`src/core/psz_map.vh`:
```
// Constants for the power-zone and phase-shedding control block.
// Assumes byte-wide registers reached at their printed offsets.
`ifndef PSZ_MAP_VH
`define PSZ_MAP_VH

// ----------------------------------------
// Register offsets
// ----------------------------------------
`define PSZ_ADDR_FSW_STAT    8'h2F
`define PSZ_ADDR_FSW_CFG     8'h30
`define PSZ_ADDR_FAST_DROP   8'h31
`define PSZ_ADDR_REQ_STAT    8'h32
`define PSZ_ADDR_PHASE_STAT  8'h33
`define PSZ_ADDR_ZONE_EN     8'h34
`define PSZ_ADDR_FIXED_STAT  8'h35
`define PSZ_ADDR_FIXED_CFG   8'h36
`define PSZ_ADDR_LL_STAT     8'h38
`define PSZ_ADDR_LL_CFG      8'h39
`define PSZ_ADDR_TH1_CFG     8'h3A
`define PSZ_ADDR_TH1_STAT    8'h3B
`define PSZ_ADDR_TH2_CFG     8'h3C
`define PSZ_ADDR_TH3_CFG     8'h3D
`define PSZ_ADDR_TH4_CFG     8'h3E
`define PSZ_ADDR_HYST_CFG    8'h42
`define PSZ_ADDR_DELAY_CFG   8'h43

// ----------------------------------------
// Reset values and threshold disable code
// ----------------------------------------
`define PSZ_RST_FSW          8'h00
`define PSZ_RST_FAST_DROP    8'h01
`define PSZ_RST_ZONE_EN      8'h1F
`define PSZ_RST_FIXED_CFG    8'h03
`define PSZ_RST_LL_CFG       8'h03
`define PSZ_RST_TH           8'h00
`define PSZ_RST_HYST         8'h44
`define PSZ_RST_DELAY        8'h14
`define PSZ_TH_DISABLED      8'hFF

// ----------------------------------------
// Fields and encodings
// ----------------------------------------
`define PSZ_FAST_DROP_EN_BIT 0
`define PSZ_LL_EN_BIT        2
`define PSZ_REQ_LOW          2'h0
`define PSZ_REQ_MID          2'h1
`define PSZ_REQ_HIGH         2'h2
`define PSZ_DROOP_OFF        2'h3

// ----------------------------------------
// Timing
// ----------------------------------------
`define PSZ_CLK_MHZ          50
`define PSZ_SAMPLE_US        10
`define PSZ_FORCE_US         2000
`define PSZ_SAMPLE_CYCLES    (`PSZ_SAMPLE_US * `PSZ_CLK_MHZ)
`define PSZ_FORCE_CYCLES     (`PSZ_FORCE_US * `PSZ_CLK_MHZ)

`endif

```
`src/core/psz_phase_map.v`:
```
// Registered lookup from power zone and phase count to phase drive enables.
// Assumes phase_count holds 1..8 and zone 0..4, both from the same clock.
`timescale 1ns/10ps
`default_nettype none

module psz_phase_map #(
    parameter N_PHASE = 8
) (
    input  wire                 clk,
    input  wire                 sys_rst,
    input  wire [2:0]           zone,
    input  wire [3:0]           phase_count,
    input  wire                 force_all,
    output wire [N_PHASE-1:0]   drive_en
);

    reg [N_PHASE-1:0] en_q;

    // ----------------------------------------
    // One lookup per phase output
    // ----------------------------------------
    genvar i;
    generate
        for (i = 0; i < N_PHASE; i = i + 1) begin : g_ph
            reg on_d;
            always @* begin
                on_d = 1'b0;
                if (force_all || zone == 3'h0) begin
                    on_d = (i < phase_count); // [RL1]
                end else if (i == 0) begin
                    on_d = 1'b1; // [RL1]
                end else if (zone == 3'h1) begin
                    if (phase_count == 4'h8)
                        on_d = (i == 2) || (i == 4) || (i == 6); // [RL1]
                    else if (phase_count == 4'h7)
                        on_d = (i == 2) || (i == 3) || (i == 4) || (i == 6); // [RL2]
                end else if (zone == 3'h2) begin
                    if (phase_count == 4'h8)
                        on_d = (i == 4); // [RL1]
                    else if (phase_count == 4'h7)
                        on_d = (i == 3) || (i == 6); // [RL2]
                    else if (phase_count == 4'h6)
                        on_d = (i == 2) || (i == 4); // [RL2]
                    else if (phase_count == 4'h4)
                        on_d = (i == 2); // [RL2]
                end
            end
            always @(posedge clk) begin
                if (sys_rst)
                    en_q[i] <= 1'b0;
                else
                    en_q[i] <= on_d;
            end
        end
    endgenerate

    assign drive_en = en_q;

endmodule // psz_phase_map

`default_nettype wire

```
`src/core/psz_zone_ctrl.v`:
```
// Power-zone selection, phase shedding sequencer and its settings registers.
// Assumes synchronous inputs, an already digitized current monitor code
// (full scale = max load), and a byte register port at printed offsets.
`timescale 1ns/10ps
`default_nettype none
`include "psz_map.vh"

// Operation
// RL1 - Zone 0 all; 8-phase zones 1, 2 subsets
// RL2 - 7, 6, 4-phase subsets; others unavailable
// RL3 - Zone 4 light-load discontinuous, others continuous
// RL4 - Low request fixed zones; mid request thresholds
// RL5 - Mid request: compare current, adjust zone automatically
// RL6 - Rising current: move down without wait
// RL7 - Falling current: programmable delay, 10 us steps
// RL8 - Step through each enabled zone, delay each
// RL9 - Down above threshold, up below threshold minus hysteresis
// RL10 - Hysteresis resets 0x44, software writable
// RL11 - Skip and never settle in disabled zones
// RL12 - Fixed-mode change uses same stepped sequence
// RL13 - Fixed mode self-enables disabled target zone
// RL14 - Return to shedding drops self-enabled zones
// RL15 - Fast reference drop in zone 3/4: all on 2 ms
// RL16 - Frequency setting captured, readable, writable
// RL17 - Droop 0/25/50/100 percent, only with load line
// RL18 - Digitized current monitor is shedding compare input
// RL19 - High request keeps all configured phases on
// RL20 - Sample current every 10 us in shedding
// RL21 - Threshold 0xFF disables it and its zone
// RL22 - No shedding before output first regulates; code holds only the mid target, reset low mode still steps to the fixed zone
// RL23 - One zone at a time; cancel pending on demand
module psz_zone_ctrl #(
    parameter N_PHASE       = 8,
    parameter SAMPLE_CYCLES = `PSZ_SAMPLE_CYCLES,
    parameter FORCE_CYCLES  = `PSZ_FORCE_CYCLES
) (
    input  wire                 clk,
    input  wire                 sys_rst,
    input  wire [1:0]           power_state_request,
    input  wire [3:0]           phase_count,
    input  wire [7:0]           iout_code,
    input  wire                 output_in_regulation,
    input  wire                 fast_reference_drop,
    input  wire [7:0]           fsw_strap,
    input  wire                 reg_wr_en,
    input  wire                 reg_rd_en,
    input  wire [7:0]           reg_addr,
    input  wire [7:0]           reg_wr_data,
    output reg  [7:0]           reg_rd_data_q,
    output wire [N_PHASE-1:0]   phase_drive_en,
    output reg  [2:0]           zone_q,
    output reg                  dcm_mode_q,
    output reg  [1:0]           droop_coeff_q,
    output reg  [7:0]           switching_frequency_q
);

    localparam CNT_W = 17;
    localparam [CNT_W-1:0] SAMPLE_LAST = SAMPLE_CYCLES - 1;
    localparam [CNT_W-1:0] FORCE_LAST  = FORCE_CYCLES - 1;

    // Sequencer states
    localparam ST_HOLD = 2'h0;
    localparam ST_WAIT = 2'h1;

    // ----------------------------------------
    // Registers
    // ----------------------------------------
    reg  [7:0]       fast_drop_force_enable_q;
    reg  [7:0]       load_line_config_q;
    reg  [7:0]       zone_en_q;
    reg  [7:0]       fixed_cfg_q;
    reg  [7:0]       hyst_q;
    reg  [7:0]       delay_q;
    reg  [7:0]       th_q [1:4];
    reg              strap_done_q;
    reg              regulated_q;
    reg  [1:0]       mode_q;
    reg  [4:0]       self_en_q;
    reg  [7:0]       iout_q;
    reg  [CNT_W-1:0] sample_cnt_q;
    reg              tick_q;
    reg  [7:0]       wait_cnt_q;
    reg  [1:0]       state_q;
    reg  [CNT_W-1:0] force_cnt_q;
    reg              force_q;

    wire [N_PHASE-1:0] map_en;

    // ----------------------------------------
    // Zone availability and enables
    // ----------------------------------------
    function avail;
        input [2:0] z;
        input [3:0] n;
        begin
            case (z)
                3'h0: avail = 1'b1;
                3'h1: avail = (n == 4'h8) || (n == 4'h7); // [RL2]
                3'h2: avail = (n == 4'h8) || (n == 4'h7) || (n == 4'h6) || (n == 4'h4);
                3'h3: avail = (n >= 4'h2);
                3'h4: avail = 1'b1;
                default: avail = 1'b0;
            endcase
        end
    endfunction

    // Zone z (1..4) is bounded by threshold number 5-z
    reg [4:0] auto_en;
    reg [4:0] zone_ok;
    integer   k, j, m;
    always @* begin
        auto_en = 5'h01;
        for (k = 1; k <= 4; k = k + 1) begin
            auto_en[k] = avail(k[2:0], phase_count) && zone_en_q[k]
                         && (th_q[5 - k] != `PSZ_TH_DISABLED); // [RL21]
        end
        zone_ok = auto_en;
        if (mode_q == `PSZ_REQ_LOW)
            zone_ok = auto_en | self_en_q; // [RL13]
    end

    // ----------------------------------------
    // Target zone
    // ----------------------------------------
    reg [2:0] fixed_tgt;
    reg [2:0] shed_tgt;
    reg [2:0] target;
    reg       pass;
    reg [8:0] lim;
    always @* begin
        // Unavailable fixed request falls back to the nearest lower zone
        fixed_tgt = 3'h0;
        for (j = 1; j <= 4; j = j + 1) begin
            if (j <= fixed_cfg_q[2:0] && avail(j[2:0], phase_count))
                fixed_tgt = j[2:0]; // [RL4]
        end
        shed_tgt = 3'h0;
        pass     = 1'b1;
        lim      = 9'h000;
        for (j = 1; j <= 4; j = j + 1) begin
            if (auto_en[j]) begin
                if (j > zone_q) begin
                    lim  = {1'b0, th_q[5 - j]} - {1'b0, hyst_q};
                    pass = pass && !lim[8] && ({1'b0, iout_q} < lim); // [RL9]
                end else begin
                    pass = pass && (iout_q <= th_q[5 - j]); // [RL9]
                end
                if (pass)
                    shed_tgt = j[2:0]; // [RL5] [RL11]
            end
        end
        case (mode_q)
            `PSZ_REQ_HIGH: target = 3'h0; // [RL19]
            `PSZ_REQ_LOW:  target = fixed_tgt; // [RL4]
            `PSZ_REQ_MID:  target = regulated_q ? shed_tgt : zone_q; // [RL22]
            default:       target = zone_q;
        endcase
    end

    // Next enabled zone one step toward the target
    reg [2:0] step_up;
    reg [2:0] step_dn;
    always @* begin
        step_up = target;
        for (m = 4; m >= 1; m = m - 1) begin
            if (m > zone_q && m <= target && zone_ok[m])
                step_up = m[2:0]; // [RL8] [RL11]
        end
        step_dn = target;
        for (m = 0; m <= 4; m = m + 1) begin
            if (m < zone_q && m >= target && (m == 0 || zone_ok[m]))
                step_dn = m[2:0]; // [RL8] [RL11]
        end
    end

    // ----------------------------------------
    // Current sampling every 10 us
    // ----------------------------------------
    always @(posedge clk) begin
        if (sys_rst) begin
            sample_cnt_q <= {CNT_W{1'b0}};
            tick_q       <= 1'b0;
            iout_q       <= 8'h00;
        end else begin
            tick_q <= (sample_cnt_q == SAMPLE_LAST);
            if (sample_cnt_q == SAMPLE_LAST) begin
                sample_cnt_q <= {CNT_W{1'b0}};
                iout_q       <= iout_code; // [RL18] [RL20]
            end else begin
                sample_cnt_q <= sample_cnt_q + 1'b1;
            end
        end
    end

    // ----------------------------------------
    // Mode tracking and self-enabled zones
    // ----------------------------------------
    always @(posedge clk) begin
        if (sys_rst) begin
            regulated_q <= 1'b0;
            mode_q      <= `PSZ_REQ_LOW;
            self_en_q   <= 5'h00;
        end else begin
            if (output_in_regulation)
                regulated_q <= 1'b1;
            // Request changes ignored until first regulation
            if (regulated_q && power_state_request != 2'h3)
                mode_q <= power_state_request; // [RL22]
            if (mode_q == `PSZ_REQ_MID)
                self_en_q <= 5'h00; // [RL14]
            else if (mode_q == `PSZ_REQ_LOW && !auto_en[fixed_tgt])
                self_en_q <= self_en_q | (5'h01 << fixed_tgt); // [RL13]
        end
    end

    // ----------------------------------------
    // Zone sequencer
    // ----------------------------------------
    always @(posedge clk) begin
        if (sys_rst) begin
            state_q    <= ST_HOLD;
            zone_q     <= 3'h0;
            wait_cnt_q <= 8'h00;
            dcm_mode_q <= 1'b0;
        end else begin
            dcm_mode_q <= (zone_q == 3'h4); // [RL3]
            case (state_q)
                ST_HOLD: begin
                    if (target < zone_q) begin
                        zone_q <= step_dn; // [RL6]
                    end else if (target > zone_q) begin
                        wait_cnt_q <= delay_q; // [RL7] [RL12]
                        state_q    <= ST_WAIT;
                    end
                end
                ST_WAIT: begin
                    // Demand for more phases wins over a pending shed
                    if (target <= zone_q) begin
                        state_q <= ST_HOLD; // [RL23]
                    end else if (wait_cnt_q == 8'h00) begin
                        zone_q  <= step_up; // [RL8]
                        state_q <= ST_HOLD;
                    end else if (tick_q) begin
                        wait_cnt_q <= wait_cnt_q - 1'b1; // [RL7]
                    end
                end
                default: state_q <= ST_HOLD;
            endcase
        end
    end

    // ----------------------------------------
    // Fast reference drop forcing
    // ----------------------------------------
    always @(posedge clk) begin
        if (sys_rst) begin
            force_q     <= 1'b0;
            force_cnt_q <= {CNT_W{1'b0}};
        end else if (fast_reference_drop
                     && fast_drop_force_enable_q[`PSZ_FAST_DROP_EN_BIT]
                     && (zone_q == 3'h3 || zone_q == 3'h4)) begin
            force_q     <= 1'b1; // [RL15]
            force_cnt_q <= {CNT_W{1'b0}};
        end else if (force_q) begin
            if (force_cnt_q == FORCE_LAST)
                force_q <= 1'b0; // [RL15]
            force_cnt_q <= force_cnt_q + 1'b1;
        end
    end

    psz_phase_map #(
        .N_PHASE     (N_PHASE)
    ) u_map (
        .clk         (clk),
        .sys_rst     (sys_rst),
        .zone        (zone_q),
        .phase_count (phase_count),
        .force_all   (force_q),
        .drive_en    (map_en)
    );
    assign phase_drive_en = map_en; // [RL1]

    // ----------------------------------------
    // Register writes
    // ----------------------------------------
    always @(posedge clk) begin
        if (sys_rst) begin
            fast_drop_force_enable_q <= `PSZ_RST_FAST_DROP;
            load_line_config_q       <= `PSZ_RST_LL_CFG;
            zone_en_q                <= `PSZ_RST_ZONE_EN;
            fixed_cfg_q              <= `PSZ_RST_FIXED_CFG;
            hyst_q                   <= `PSZ_RST_HYST; // [RL10]
            delay_q                  <= `PSZ_RST_DELAY;
            th_q[1]                  <= `PSZ_RST_TH;
            th_q[2]                  <= `PSZ_RST_TH;
            th_q[3]                  <= `PSZ_RST_TH;
            th_q[4]                  <= `PSZ_RST_TH;
            switching_frequency_q    <= `PSZ_RST_FSW;
            strap_done_q             <= 1'b0;
        end else begin
            // Strap caught once, first clock after reset release
            if (!strap_done_q) begin
                switching_frequency_q <= fsw_strap; // [RL16]
                strap_done_q          <= 1'b1;
            end
            if (reg_wr_en) begin
                case (reg_addr)
                    `PSZ_ADDR_FSW_CFG:   switching_frequency_q <= reg_wr_data; // [RL16]
                    `PSZ_ADDR_FAST_DROP: fast_drop_force_enable_q <= reg_wr_data;
                    `PSZ_ADDR_ZONE_EN:   zone_en_q <= reg_wr_data;
                    `PSZ_ADDR_FIXED_CFG: fixed_cfg_q <= reg_wr_data; // [RL12]
                    `PSZ_ADDR_LL_CFG:    load_line_config_q <= reg_wr_data;
                    `PSZ_ADDR_TH1_CFG:   th_q[1] <= reg_wr_data; // [RL21]
                    `PSZ_ADDR_TH2_CFG:   th_q[2] <= reg_wr_data;
                    `PSZ_ADDR_TH3_CFG:   th_q[3] <= reg_wr_data;
                    `PSZ_ADDR_TH4_CFG:   th_q[4] <= reg_wr_data;
                    `PSZ_ADDR_HYST_CFG:  hyst_q <= reg_wr_data; // [RL10]
                    `PSZ_ADDR_DELAY_CFG: delay_q <= reg_wr_data; // [RL7]
                    default: ;
                endcase
            end
        end
    end

    // ----------------------------------------
    // Droop selection and register reads
    // ----------------------------------------
    always @(posedge clk) begin
        if (sys_rst) begin
            droop_coeff_q <= `PSZ_DROOP_OFF;
            reg_rd_data_q <= 8'h00;
        end else begin
            // Coefficient only reaches the loop with load line on
            if (load_line_config_q[`PSZ_LL_EN_BIT])
                droop_coeff_q <= load_line_config_q[1:0]; // [RL17]
            else
                droop_coeff_q <= `PSZ_DROOP_OFF; // [RL17]
            if (reg_rd_en) begin
                case (reg_addr)
                    `PSZ_ADDR_FSW_STAT:   reg_rd_data_q <= switching_frequency_q; // [RL16]
                    `PSZ_ADDR_FSW_CFG:    reg_rd_data_q <= switching_frequency_q;
                    `PSZ_ADDR_FAST_DROP:  reg_rd_data_q <= fast_drop_force_enable_q;
                    `PSZ_ADDR_REQ_STAT:   reg_rd_data_q <= {5'h00, force_q, mode_q};
                    `PSZ_ADDR_PHASE_STAT: reg_rd_data_q <= map_en;
                    `PSZ_ADDR_ZONE_EN:    reg_rd_data_q <= zone_en_q;
                    `PSZ_ADDR_FIXED_STAT: reg_rd_data_q <= {3'h0, zone_ok};
                    `PSZ_ADDR_FIXED_CFG:  reg_rd_data_q <= fixed_cfg_q;
                    `PSZ_ADDR_LL_STAT:    reg_rd_data_q <= {6'h00, droop_coeff_q};
                    `PSZ_ADDR_LL_CFG:     reg_rd_data_q <= load_line_config_q;
                    `PSZ_ADDR_TH1_CFG:    reg_rd_data_q <= th_q[1];
                    `PSZ_ADDR_TH1_STAT:   reg_rd_data_q <= {4'h0, dcm_mode_q, zone_q};
                    `PSZ_ADDR_TH2_CFG:    reg_rd_data_q <= th_q[2];
                    `PSZ_ADDR_TH3_CFG:    reg_rd_data_q <= th_q[3];
                    `PSZ_ADDR_TH4_CFG:    reg_rd_data_q <= th_q[4];
                    `PSZ_ADDR_HYST_CFG:   reg_rd_data_q <= hyst_q;
                    `PSZ_ADDR_DELAY_CFG:  reg_rd_data_q <= delay_q;
                    default:              reg_rd_data_q <= 8'h00;
                endcase
            end
        end
    end

endmodule // psz_zone_ctrl

`default_nettype wire

```
`config.mk`:
```
export PLATFORM = sky130hd
export DESIGN_NAME = psz_zone_ctrl
export DESIGN_NICKNAME = d
export VERILOG_FILES = /design/src/core/psz_phase_map.v /design/src/core/psz_zone_ctrl.v
export VERILOG_INCLUDE_DIRS = /design/src /design/src/core
export SDC_FILE = /design/constraint.sdc
export NUM_CORES = 1
export LEC_CHECK = 0
export BUFFER_PORTS_ARGS = -buffer_cell sky130_fd_sc_hd__buf_2
export CORE_MARGIN = 3
export CORE_UTILIZATION = 30
export CTS_CLUSTER_SIZE = 28
export DETAILED_ROUTE_END_ITERATION = 8
export REMOVE_ABC_BUFFERS = 1
export SETUP_SLACK_MARGIN = 0.3
export SLEW_MARGIN = 20
export SYNTH_ARGS = -nofsm -noshare
export SYNTH_HDL_FRONTEND = slang
export SYNTH_SLANG_ARGS = --single-unit
```
`constraint.sdc`:
```
create_clock -name clk -period 5.4 [get_ports clk]
set_input_delay 1.35 -clock clk [delete_from_list [all_inputs] [get_ports clk]]
set_output_delay 1.35 -clock clk [all_outputs]
set_load 0.01 [all_outputs]
```
# --- Word level (Yosys, flattened, before mapping) ---
# Memories as Yosys holds them, arrays and structs flattened.
# Cells that the tools add are included.
op_classes:
  shift: 1
  order_cmp: 43
  div: 0
  addsub: 7
  n_bitwise: 8
  n_reduce_logical: 71
  muxes: 104
  multipliers: 0
  n_eq_ne: 43
ops:
  columns: ["op", "n"]
  rows:
  - ["8-bit case mux with 16 select lines", 1]
  - ["8-bit by 6-bit == test with 1-bit output (second input constant)", 15]
  - ["8-bit 2-to-1 mux", 12]
  - ["3-bit 2-to-1 mux", 21]
  - ["1-bit 2-to-1 mux", 58]
  - ["1-bit logical AND", 41]
  - ["8-bit by 9-bit less-than comparator with 1-bit output", 4]
  - ["8-bit by 8-bit subtractor with 9-bit output", 4]
  - ["17-bit by 1-bit adder with 17-bit output (second input constant)", 2]
  - ["8-bit less-or-equal comparator", 4]
  - ["8-bit != test (second input constant)", 4]
  - ["17-bit == test (second input constant)", 1]
  - ["17-bit by 9-bit == test with 1-bit output (second input constant)", 1]
  - ["8-bit by 7-bit == test with 1-bit output (second input constant)", 2]
  - ["3-bit by 4-bit less-than comparator with 1-bit output (first input constant)", 4]
  - ["2-bit != test (second input constant)", 8]
  - ["8-bit case mux with 2 select lines", 1]
  - ["4-bit by 3-bit == test with 1-bit output (second input constant)", 3]
  - ["2-bit by 3-bit less-or-equal comparator with 1-bit output (first input constant)", 4]
  - ["2-bit 2-to-1 mux", 6]
  - ["2-bit AND reduction", 6]
  - ["2-bit OR reduction", 6]
  - ["5-bit bitwise OR", 2]
  - ["3-bit case mux with 3 select lines", 1]
  - ["42 further kinds", 66]
word_totals:
  mem_bits_ro: 0
  out_inout_bits: 30
  mem_bits_rw: 32
  inputBits: 44
  memories: 1
  reg_bits: 141
  latchBits: 0
  wordCells: 308
memory_table:
  columns: ["memory", "words", "width", "rd", "rd_ports_with_merged_regs", "write_ports", "line", "source"]
  rows:
  - ["th_q", 4, 8, 4, 0, 4, "psz_zone_ctrl.v:74", "reg [7:0] th_q [1:4];"]

# --- Depth between registers and ports, before layout ---
# An unclocked memory read counts as a cell.
depth:
  word_depth: 35
  mapped_depth: 30
  ltp_nobuf: 29

# --- By module ---
# Synthesis repeated with hierarchy kept, for this count alone.
hier_totals:
  cells_unflattened: 1313
  hier_area_um2: 10901.7
modules_own_cells:
  columns: ["module", "cells_each", "instances", "seq_area_each_um2", "area_each_um2"]
  rows:
  - ["psz_zone_ctrl", 1268, 1, 3583.4, 10496.3]
  - ["psz_phase_map", 45, 1, 160.2, 405.4]

# --- Worst setup path after synthesis ---
# Ideal clock, no wire load.
synth_timing:
  kind: "register -> register"
  from: "register hyst_q[1]"
  to: "register zone_q[0]"
  stages_incl_launch_ff: 28
  setup_slack_ps: 47
  required_time_ps: 5321
  arrival_time_ps: 5275
  period_less_slack_ps: 5353
  path_cell_list: "dfxtp_1 inv_1 ha_1 nor2b_1 o21ai_0 a21oi_1 o21ai_0 nand2b_1 a21o_1 a21oi_1 xor2_1 ha_1 a21oi_1 nand2_1 nor4b_1 nor3_1 nand4bb_4 o21bai_2 ha_1 nor2b_1 o21a_1 or2_2 o21a_1 nor4_1 inv_1 o311a_1 o311a_1 o221ai_2"
synth_between:
  elab_chain_len: 34
  elab_cells_between_ends: 87
  classes_between: "add/sub: 4; order compare: 15; eq/ne: 2; mux: 34; reduce/logical: 32"
synth_rtl:
  columns: ["element", "line", "source"]
  rows:
  - ["from (decl)", "psz_zone_ctrl.v:72", "reg [7:0] hyst_q;"]
  - ["from (signal assigned)", "psz_zone_ctrl.v:292", "hyst_q <= `PSZ_RST_HYST;"]
  - ["from (signal assigned)", "psz_zone_ctrl.v:317", "`PSZ_ADDR_HYST_CFG: hyst_q <= reg_wr_data;"]
  - ["8-bit by 8-bit subtractor with 9-bit output", "psz_zone_ctrl.v:143", "lim = {1'b0, th_q[5 - j]} - {1'b0, hyst_q};"]
  - ["8-bit by 9-bit less-than comparator with 1-bit output / 1-bit zero test (equally long branches)", "psz_zone_ctrl.v:144", "pass = pass && !lim[8] && ({1'b0, iout_q} < lim);"]
  - ["1-bit logical AND", "psz_zone_ctrl.v:144", null]
  - ["1-bit 2-to-1 mux", "psz_zone_ctrl.v:142", "if (j > zone_q) begin"]
  - ["1-bit 2-to-1 mux (2 in a row)", "psz_zone_ctrl.v:141", "if (auto_en[j]) begin"]
  - ["1-bit logical AND (2 in a row)", "psz_zone_ctrl.v:144", null]
  - ["1-bit 2-to-1 mux", "psz_zone_ctrl.v:142", null]
  - ["1-bit 2-to-1 mux (2 in a row)", "psz_zone_ctrl.v:141", null]
  - ["(+11 left out)", null, null]
  - ["3-bit 2-to-1 mux (*)", "psz_zone_ctrl.v:155", "`PSZ_REQ_MID: target = regulated_q ? shed_tgt : zone_q;"]
  - ["3-bit case mux with 3 select lines (*)", "psz_zone_ctrl.v:152", "case (mode_q)"]
  - ["3-bit less-or-equal comparator", "psz_zone_ctrl.v:166", "if (m > zone_q && m <= target && zone_ok[m])"]
  - ["1-bit logical AND (2 in a row)", "psz_zone_ctrl.v:166", null]
  - ["3-bit 2-to-1 mux (4 in a row)", "psz_zone_ctrl.v:166", null]
  - ["3-bit 2-to-1 mux", "psz_zone_ctrl.v:240", "end else if (wait_cnt_q == 8'h00) begin"]
  - ["3-bit 2-to-1 mux", "psz_zone_ctrl.v:238", "if (target <= zone_q) begin"]
  - ["3-bit case mux with 2 select lines", "psz_zone_ctrl.v:227", "case (state_q)"]
  - ["to (signal assigned)", "psz_zone_ctrl.v:230", "zone_q <= step_dn;"]
  - ["to (signal assigned)", "psz_zone_ctrl.v:241", "zone_q <= step_up;"]
  - ["to (decl)", "psz_zone_ctrl.v:51", "output reg [2:0] zone_q,"]
# Mark *: on every way between the ends. The rest lies on a longest branch, timed or not. The select of a mux whose other input is x is not followed.
# A chain may end at the register's enable or synchronous reset.

# --- Worst setup path after layout ---
# Ends and elaborated chain as after synthesis.

==> flow_summary.yaml <==
synth:
  ys.flop_type: "dfxtp_1"
  ys_types: 80
  synth-edff-count: 32
  yosysSeqAreaShare: 0.342
  ys_warn_count: 0
  syn_area_um2: 10900
  ys_ff_latch: 171
  syn_avg_cell_area_um2: 8.27
  synthCells: 1323
  ys_async_sr_fraction: 0
hold_path:
  hold-path-endpoint: "sample_cnt_q[0]"
  hp-start: "sample_cnt_q[0]"
  min_path_type: "flop to flop"
  hold_depth: 1
final_layout:
  drive_above_1_share: 0.179
  design_area_um2: 13200
  antennaDiodeCount: 0
  synthToLayoutAreaGrowth_pct: 20.3
  fin_util: 0.368
  fin_nets: 1580
pwr:
  power-per-cell-area_nw_per_um2: 294
  vdd_drop_max_mv: 0.219
  p_leak_nw: 5.26
timing:
  worstMarginPinSlew_ns: 0.915
  fin_skew_ns: 0.0184
  finalSetupViolCount: 0
  slew_headroom: 0.388
  drv_slew: 0
  period_share: 0.993
  hold_viol: 0
  rsz0062_at_grt: "yes"
  clock.fmax_ghz: 0.187
  finalCriticalPeriod_ns: 5.36
routing:
  vias: 10582
  avgRoutedWirePerCell_um: 20.0
  ant_nets: 0
  drt_iter0_drc: 1115
  drc_errors: 0
  dr.pass1.iters: 6
  viasPerCell: 5.55
  wl_um: 38200
setup_path:
  r2r-end: "zone_q[0]"
  rr_startpoint: "hyst_q[1]"
  cp_max_fo: 4
  ff2ff_setup_slack_ns: 0.04
  required_ns: 5.78
  crit_arrival_ns: 5.74
  slowest_delay_ns: 0.35
  cp-end-kind: "flop"
  start_kind: "flop"
  crit_start: "hyst_q[1]"
  critPathSlowestCell: "dfxtp_2"
  crit_type: "flop to flop"
  r2r_cells: 30
die:
  core_um2: 35700
  ios: 74
  die_x_um: 197
  rows: 69
  die_h_um: 197
  die_area_um2: 38800
  start_util: 0.306
global_routing:
  grt.overflow.total: 0
  grt.total_usage: 0.192
  antenna_found_initial: 0
  busiest_layer: "met2"
  grt_max_degree: 87
  grtUsageMet3: 0.0439
  grt_pass1_vias: 10041
  use_met1: 0.263
  grt_first_pass_wirelength_um: 58100
  met2_usage: 0.296
cts:
  h-tree-depth: 4
  cts_tree: "built"
  clkTransAtPathRegs_ns: 0.09
  clock_latency_ns: 0.45
  cts.sinks: 171
  cts_buffer_depth: 2
  root_buffer: "clkbuf_16"
  cts_buffers: 17
  hold_buffers: 0
placed_design:
  place_area_um2: 12100
  io_buffers: 73
  hpwlAfterDp_um: 27800
  place_congestion: 0.933
job:
  drv_cap: 0
status:
  status: "complete, no violations"
==> layer usage <==
metal / wire, µm / up-vias
met4: 1250 / 0
met3: 3140 / 82
li1: - / 5006
met2: 16900 / 460
met5: 0 / -
met1: 16900 / 5034
==> area by class of cell <==
class	count	area, µm²
Inverter	70	265
Sequential cell	171	3750
Clock buffer	17	425
Clock inverter	15	185
Tap cell	461	577
Fill cell	3692	22600
Timing Repair Buffer	154	1020
Multi-Input combinational cell	1019	6930
==> per-stage QoR <==
step | instances | power (mW) | setup TNS [ns] | setup WS, ns | hold WS, ns
final | 1907 | 3.87 | 0 | 0.0401 | 0.451
after detailed placement | 1856 | 2.45 | -0.116 | -0.116 | 0.440
after global routing | 1907 | 4.05 | -0.231 | -0.231 | 0.476
after global placement | 1856 | 2.45 | 0 | 0.0507 | 0.429
after floorplan | 1260 | 2.06 | 0 | 0.0468 | 0.405
after CTS | 1899 | 3.77 | 0 | 0.292 | 0.452
==> flip-flops by register name (all words and copies together), names as in the netlist, 8 cells and up <==
| register | count |
|---|---|
| delay_q | 8 |
| wait_cnt_q | 8 |
| load_line_config_q | 8 |
| sample_cnt_q | 17 |
| fast_drop_force_enable_q | 8 |
| force_cnt_q | 17 |
| u_map.drive_en | 8 |
| fixed_cfg_q | 8 |
| iout_q | 8 |
| switching_frequency_q | 8 |
| th_q | 32 |
| hyst_q | 8 |
| reg_rd_data_q | 8 |
| zone_en_q | 8 |
==> report_power, final <==
group | leakage [nW] | internal, mW | total, mW | switching (mW)
Combinational | 3.53 | 0.478 | 1.07 | 0.588
Sequential | 1.43 | 1.37 | 1.51 | 0.141
Clock | 0.295 | 0.636 | 1.29 | 0.653
==> synth_stat cells, types with 3 or more instances <==
master,n,share of area
dfxtp_1,139,0.25
nor2_1,129,0.044
nand2_1,123,0.042
a21oi_1,113,0.052
ha_1,99,0.11
nand3_1,96,0.044
inv_1,69,0.024
clkbuf_1,53,0.018
o21ai_0,42,0.019
and2_1,36,0.021
edfxtp_1,32,0.088
nor3_1,31,0.014
xor2_1,28,0.022
a22oi_1,25,0.017
nand4_1,24,0.014
mux2i_1,22,0.020
xnor2_1,21,0.017
nor2b_1,18,0.010
a211oi_1,15,0.010
and3_1,13,0.0074
o211ai_1,12,0.0082
a222oi_1,11,0.010
nand2b_1,11,0.0063
o21a_1,11,0.0075
a31oi_1,10,0.0057
or2_2,9,0.0051
a21o_1,8,0.0055
a221oi_1,8,0.0064
nor4_1,7,0.0040
o31ai_1,7,0.0048
or3_1,7,0.0040
nand3b_1,5,0.0034
nor3b_1,5,0.0034
a22o_1,4,0.0032
and4_1,4,0.0032
fa_1,4,0.0073
nor4b_1,4,0.0032
o21bai_1,4,0.0027
o311a_1,4,0.0037
a2111oi_0,3,0.0024
buf_2,3,0.0014
buf_4,3,0.0021
o221ai_1,3,0.0024
o22ai_1,3,0.0017
==> cell usage in the layout (no fill, tap or decap), types with 10 or more instances in the layout <==
| cell | n |
|---|---|
| nand3_1 | 95 |
| inv_1 | 66 |
| mux2i_1 | 22 |
| nor2_1 | 128 |
| buf_4 | 70 |
| nand2b_1 | 11 |
| xor2_1 | 28 |
| xnor2_1 | 20 |
| ha_1 | 92 |
| clkbuf_16 | 17 |
| o21a_1 | 11 |
| o211ai_1 | 12 |
| nand2_1 | 121 |
| a21oi_2 | 10 |
| nor3_1 | 28 |
| and2_1 | 36 |
| a22oi_1 | 24 |
| a31oi_1 | 10 |
| nor2b_1 | 14 |
| and3_1 | 13 |
| buf_2 | 73 |
| edfxtp_1 | 32 |
| dfxtp_1 | 137 |
| o21ai_0 | 34 |
| buf_6 | 10 |
| a222oi_1 | 11 |
| nand4_1 | 24 |
| a21oi_1 | 103 |
| a211oi_1 | 13 |
==> how the worst max path moves through the flow <==
stage | end | slack, ns | cells past startpoint
CTS | zone_q[0] | 0.29 | 29
floorplan | zone_q[0] | 0.05 | 27
global placement | zone_q[0] | 0.05 | 28
global route | zone_q[0] | -0.23 | 30
finish | zone_q[0] | 0.04 | 30
detailed placement | zone_q[0] | -0.12 | 28
==> worst max-delay path: cells and delay by family, from the launching register on <==
family	cells	cell delay [ns]
XOR/XNOR	1	0.08
buffers and inverters	4	0.39
AO/OA/AOI/OAI	14	2.39
adder cells (fa/ha/maj)	3	0.62
flip-flops	1	0.35
AND/OR/NAND/NOR	8	1.44
==> cells by family (layout without fill, tap and decap cells) <==
| group | count (synthesis) | count (layout) | synth area share |
|---|---|---|---|
| buf+inv | 133 | 256 | 0.0484 |
| mux | 22 | 22 | 0.0201 |
| compound gates | 310 | 310 | 0.187 |
| simple gates | 534 | 534 | 0.241 |
| flops | 171 | 171 | 0.342 |
| fa+ha+maj | 104 | 104 | 0.121 |
| xor+xnor | 49 | 49 | 0.0392 |
==> what timing repair did <==
item	4_1_cts	5_1_grt
setup buffers	11	8
setup endpoints to repair	9	11
resized for setup	23	54
endpoints found under the hold margin	0	0
pin swaps	15	40
gates cloned	0	0
No activity file was read; power rests on OpenSTA's default activity.
